==> src/inc/arb_pkg.sv <==
// Constants for the two-level shared bus arbiter.
// Assumes a single local bus clock domain.
package arb_pkg;
  // Address decoded as the attention request for the HDLC controller
  localparam logic [31:0] ATTN_ADDR_DEFAULT = 32'hFFFF_F000;
  localparam int          ADDR_W_DEFAULT    = 32;
  typedef enum logic [1:0] {
    L1_HOST,
    L1_RELEASE,
    L1_ALT
  } l1_state_t;
  typedef enum logic [1:0] {
    L2_IDLE,
    L2_WAIT,
    L2_HDLC,
    L2_LAN
  } l2_state_t;
endpackage

==> src/hdl/bus_arbiter.sv <==
// Two-level arbiter sharing the local bus between host, HDLC and LAN masters.
// Assumes requests come from other boards or chips and are synchronised here.
// Contract
// - Host holds bus whenever no alternate master requests it.
// - Any alternate request raises one request toward first level.
// - First level makes host release, then grants second level.
// - Second level passes grant to the requesting alternate master.
// - Simultaneous requests: HDLC controller wins by fixed priority.
// - Losing LAN request waits until bus returns to the host.
// - LAN hold/hold-acknowledge converted to request/grant handshake.
// - Single host write to defined address yields attention pulse.
`timescale 1ns/1ps
`default_nettype none
module bus_arbiter
  import arb_pkg::*;
#(
  parameter int                  ADDR_W    = ADDR_W_DEFAULT,
  parameter logic [ADDR_W-1:0]   ATTN_ADDR = ATTN_ADDR_DEFAULT[ADDR_W-1:0]
) (
  input  wire logic              clk,
  input  wire logic              rst_n,
  // Host bus grant/busy
  output logic                   host_grant,
  input  wire logic              host_bus_busy,
  // HDLC controller, active-low request/grant style
  input  wire logic              hdlc_req_n,
  output logic                   hdlc_grant_n,
  // LAN controller, active-high hold / hold-acknowledge style
  input  wire logic              lan_hold,
  output logic                   lan_hlda,
  // Host write cycle decode
  input  wire logic              host_ts_n,
  input  wire logic              host_rw_n,
  input  wire logic [ADDR_W-1:0] host_addr,
  output logic                   host_attention_pulse
);
  // ==========================================================
  // Input synchronisers
  // Pin levels, bit 0 upwards: HDLC request, LAN hold, host busy,
  // transfer start and write, all high when active and low at rest
  localparam int PIN_N = 5;
  logic [PIN_N-1:0] pin_raw;
  logic [PIN_N-1:0] pin_sync;
  assign pin_raw = {~host_rw_n, ~host_ts_n, host_bus_busy, lan_hold, ~hdlc_req_n};

  genvar gi;
  generate
    for (gi = 0; gi < PIN_N; gi++) begin : g_pin_sync
      logic s1_r;
      logic s2_r;
      always_ff @(posedge clk or negedge rst_n) begin
        if (!rst_n) begin
          s1_r <= 1'h0;
          s2_r <= 1'h0;
        end else begin
          s1_r <= pin_raw[gi];
          s2_r <= s1_r;
        end
      end
      assign pin_sync[gi] = s2_r;
    end
  endgenerate

  // Address travels with the write strobe through two stages
  logic [ADDR_W-1:0] addr_s1_r;
  logic [ADDR_W-1:0] addr_s2_r;
  always_ff @(posedge clk or negedge rst_n) begin
    if (!rst_n) begin
      addr_s1_r <= '0;
      addr_s2_r <= '0;
    end else begin
      addr_s1_r <= host_addr;
      addr_s2_r <= addr_s1_r;
    end
  end

  logic hdlc_req;
  logic lan_req;
  logic host_busy;
  logic ts_act;
  logic wr_act;
  assign hdlc_req  = pin_sync[0];
  assign lan_req   = pin_sync[1];
  assign host_busy = pin_sync[2];
  assign ts_act    = pin_sync[3];
  assign wr_act    = pin_sync[4];

  // ==========================================================
  // Second level arbiter
  // Grant decode shared by both alternate masters
  function automatic logic alt_owner(l1_state_t l1, l2_state_t l2, l2_state_t who);
    return (l1 == L1_ALT) && (l2 == who);
  endfunction

  l2_state_t l2_r;
  logic      alt_req_r;
  logic      alt_grant;
  logic      alt_any;
  assign alt_any = hdlc_req || lan_req;

  always_ff @(posedge clk or negedge rst_n) begin
    if (!rst_n) begin
      l2_r <= L2_IDLE;
    end else begin
      unique case (l2_r)
        // A new round starts only while the host holds the bus, so a
        // losing LAN request waits for the bus to go back to the host
        L2_IDLE: begin
          if (alt_any && host_grant) begin
            l2_r <= L2_WAIT;
          end
        end
        L2_WAIT: begin
          if (alt_grant) begin
            if (hdlc_req) begin
              l2_r <= L2_HDLC;
            end else if (lan_req) begin
              l2_r <= L2_LAN;
            end else begin
              l2_r <= L2_IDLE;
            end
          end
        end
        L2_HDLC: begin
          if (!hdlc_req) begin
            l2_r <= L2_IDLE;
          end
        end
        L2_LAN: begin
          if (!lan_req) begin
            l2_r <= L2_IDLE;
          end
        end
      endcase
    end
  end

  always_ff @(posedge clk or negedge rst_n) begin
    if (!rst_n) begin
      alt_req_r <= 1'h0;
    end else begin
      alt_req_r <= (l2_r != L2_IDLE);
    end
  end

  // ==========================================================
  // First level arbiter
  l1_state_t l1_r;

  always_ff @(posedge clk or negedge rst_n) begin
    if (!rst_n) begin
      l1_r <= L1_HOST;
    end else begin
      unique case (l1_r)
        L1_HOST: begin
          if (alt_req_r) begin
            l1_r <= L1_RELEASE;
          end
        end
        // Wait for the host to finish its cycle before handing over
        L1_RELEASE: begin
          if (!host_busy) begin
            l1_r <= L1_ALT;
          end
        end
        L1_ALT: begin
          if (!alt_req_r) begin
            l1_r <= L1_HOST;
          end
        end
        default: begin
          l1_r <= L1_HOST;
        end
      endcase
    end
  end

  assign alt_grant = (l1_r == L1_ALT);

  // ==========================================================
  // Grant outputs
  // Host grant drops as soon as an alternate request is pending
  always_ff @(posedge clk or negedge rst_n) begin
    if (!rst_n) begin
      host_grant <= 1'h1;
    end else begin
      host_grant <= (l1_r == L1_HOST) && !alt_req_r;
    end
  end

  // Alternate grants only once the first level has handed the bus over
  always_ff @(posedge clk or negedge rst_n) begin
    if (!rst_n) begin
      hdlc_grant_n <= 1'h1;
    end else begin
      hdlc_grant_n <= !alt_owner(l1_r, l2_r, L2_HDLC);
    end
  end

  always_ff @(posedge clk or negedge rst_n) begin
    if (!rst_n) begin
      lan_hlda <= 1'h0;
    end else begin
      lan_hlda <= alt_owner(l1_r, l2_r, L2_LAN);
    end
  end

  // ==========================================================
  // Attention pulse decode
  logic ts_d_r;
  logic ts_start;
  logic attn_hit;

  always_ff @(posedge clk or negedge rst_n) begin
    if (!rst_n) begin
      ts_d_r <= 1'h0;
    end else begin
      ts_d_r <= ts_act;
    end
  end

  // One pulse per transfer start, however long the strobe stays low
  assign ts_start = ts_act && !ts_d_r;
  assign attn_hit = ts_start && wr_act && (addr_s2_r == ATTN_ADDR);

  always_ff @(posedge clk or negedge rst_n) begin
    if (!rst_n) begin
      host_attention_pulse <= 1'h0;
    end else begin
      host_attention_pulse <= attn_hit;
    end
  end
endmodule
`default_nettype wire

==> config.mk <==
export PLATFORM = sky130hd
export DESIGN_NAME = bus_arbiter
export DESIGN_NICKNAME = d
export VERILOG_FILES = /design/src/inc/arb_pkg.sv /design/src/hdl/bus_arbiter.sv
export SDC_FILE = /design/constraint.sdc
export NUM_CORES = 1
export LEC_CHECK = 0
export ABC_AREA = 0
export BUFFER_PORTS_ARGS = -buffer_cell sky130_fd_sc_hd__buf_4
export CORE_MARGIN = 1
export CORE_UTILIZATION = 50
export CTS_CLUSTER_SIZE = 24
export DETAILED_ROUTE_END_ITERATION = 10
export PLACE_DENSITY = 0.73
export SLEW_MARGIN = 20
export SYNTH_ARGS = -nofsm -noshare
export SYNTH_HDL_FRONTEND = slang
export SYNTH_SLANG_ARGS = --single-unit
==> constraint.sdc <==
create_clock -name clk -period 1.8 [get_ports clk]
set_clock_uncertainty 0.15 [all_clocks]
set_input_delay 0.45 -clock clk [delete_from_list [all_inputs] [get_ports clk]]
set_output_delay 0.45 -clock clk [all_outputs]
set_load 0.02 [all_outputs]
==> results.cfg <==
[outcome]
status = completed

[final_layout]
postLayoutCoreUtil_pct = 66.5
multi_input_area_sq_um = 215
fillCellCount = 313
antenna_cells = 0
syn_to_final_growth_pct = 25.6
drive_above_1_share_pct = 34.4
nets = 215
regArea_sq_um = 2100

[worst_setup_path]
crit_chain = buf_4
critPathBufInv = 1
cp_num_cells = 1
crit_end = host_grant
crit_type = flip-flop to primary output
worst_path_max_delay_cell = dfstp_2
crit_fanout = 3
rr_startpoint = addr_s2_r[3]$_DFF_PN0_
critPathLaunchType = flip-flop
max_stage_delay_ps = 550
r2r_end = host_attention_pulse$_DFF_PN0_
ff2ff_path_depth = 3
crit_path_start = host_grant$_DFF_PN1_
arrival_ps = 1020
r2r_setup_slack_ps = 310
crit_family = flip-flops
cp-end-kind = primary output
cp.required_ps = 1200

[yosys]
syn_inst = 120
netlist_area_sq_um = 2340
synth-main-ff-cell = dfrtp_1
synth_edf_count = 0
syn-num-nets = 159
yosysTopAreaCellShare_pct = 87.7
yosysMostFrequentCell = dfrtp_1
ys_top_cells_by_count = 82 x dfrtp_1, 5 x inv_1, 3 x nand4_1
synth-seq-cells = 84
syn_area_per_cell_sq_um = 19.5
ys_warn_count = 0
yosysSeqAreaShare_pct = 90.0
async_flop_share_pct = 100
synth_cell_types = 26
synth_area_leaders = dfrtp_1 88%, dfstp_2 2.2%, inv_1 0.80%
yosysTopAreaCell = dfrtp_1

[sta]
setup_tns_ps = 0
post-route-period-util_pct = 89.8
tightest_slew_ps = 361
setup_violations = 0
rsz0062_at_grt = false
slew_headroom_pct = 75.9
hold_viol = 0
finalCriticalPeriod_ps = 1620
report.final.slew_viol_count = 0
max_freq_mhz = 618

[placed_design]
post-dp-hpwl_microns = 2250
gp_congestion = 0.694
port_buffers = 42

[detailed_routing]
drc = 0
drt_iter0_markers = 44
firstDrtPassIters = 3
vias_per_cell = 4.75
wirelength_microns = 3170
wl_per_cell_microns = 13.7
ant_nets = 0
num_vias = 1102

[global_route]
grt_overflow = 0
grt_max_degree = 35
gr-usage-all-layers_pct = 15.8
grt_pass1_vias = 1188
antenna_found_initial = 0
grt_pass1_wl_microns = 5440

[cts]
clk_path_buf_depth = 2
root_buffer = clkbuf_8
clock_sinks = 84
htree_levels = 3
numCtsBuffers = 9
path_clk_slew_ps = 80
clk_latency_ps = 340
cts_tree = done

[floorplanning]
ios = 43
die_h_microns = 70.4
rows = 24
coreArea_sq_um = 4410
fp.dieW_microns = 70.4
initial_core_util_pct = 53.0
dieArea_sq_um = 4950

[job]
maxCapViolCount = 0

[power]
power_mw = 3.54
leakagePower_nw = 1.38
vdd_drop_max_v = 0.000731
p_per_area_nw_per_um2 = 1210

[worst_hold_path]
worst_hold_path_type = primary input to flip-flop
-- cell families (layout without fill, tap and decap cells) --
kind of cell / Yosys count / count (layout) / synth area share (%)
and+or+nand+nor: 24 / 24 / 6.90
buffers and inverters: 5 / 65 / 0.803
DFF: 84 / 84 / 90.0
muxes: 2 / 2 / 0.910
AOI/OAI and AO/OA: 5 / 5 / 1.39
-- layer usage --
metal	share of wire, %	GRT usage [%]	vias up
li1	-	-	514
met1	39	18.4	546
met2	53	23.8	32
met3	4.8	6.64	10
met4	3.3	10.4	0
met5	0	0	-
-- flip-flops by register name, summed over array words and instances (netlist names), 2 cells and up --
signal           count
addr_s1_r           32
addr_s2_r           32
g_pin_sync.s1_r      5
g_pin_sync.s2_r      5
l1_r                 2
l2_r                 2
-- repair_timing --
action                    4_1_cts  5_1_grt
hold endpoints to repair       23        0
setup buffers                   0        0
gates resized for setup         0        0
hold buffers                    1        0
-- through the flow --
step	setup slack [ps]	hold slack (ps)	std cells	instance area (sq um)
2_1_floorplan	375	4.41	120	2340
3_3_place_gp	346	183	216	2760
3_5_place_dp	296	185	216	2760
4_1_cts	169	47.6	232	2940
5_1_grt	152	32.2	232	2940
6_report	183	57.1	232	2940
-- layout make-up --
| class | count | share of cell area (%) |
|---|---|---|
| repair buffers | 45 | 12.4 |
| clock buffers | 11 | 4.81 |
| well taps | 52 | 2.22 |
| inverters | 5 | 0.639 |
| clock inverters | 4 | 0.895 |
| multi-input cells | 31 | 7.33 |
| flip-flops and latches | 84 | 71.7 |
-- layout by cell type (no fill, tap or decap), types with 3 or more instances in the layout --
cell      instances
buf_4            42
inv_1             5
clkbuf_8         10
dfrtp_1          82
nand4_1           3
-- report_power, final --
part | total [mW] | switching [mW] | internal (mW)
clock | 1.11 | 0.579 | 0.528
combinational | 0.285 | 0.120 | 0.165
sequential | 2.15 | 0.104 | 2.04
-- worst min-delay path by stage --
stage / startpoint / to / slack, ps / depth (start not counted)
final: host_addr[26] / addr_s1_r[26]$_DFF_PN0_ / 60 / 1
after detailed placement: addr_s1_r[4]$_DFF_PN0_ / addr_s2_r[4]$_DFF_PN0_ / 180 / 0
after global routing: host_addr[31] / addr_s1_r[31]$_DFF_PN0_ / 30 / 1
after floorplan: rst_n / addr_s1_r[0]$_DFF_PN0_ / 4 / 0
after global placement: addr_s1_r[0]$_DFF_PN0_ / addr_s2_r[0]$_DFF_PN0_ / 180 / 0
after CTS: host_addr[23] / addr_s1_r[23]$_DFF_PN0_ / 50 / 1
(Power assumes the default switching activity.)
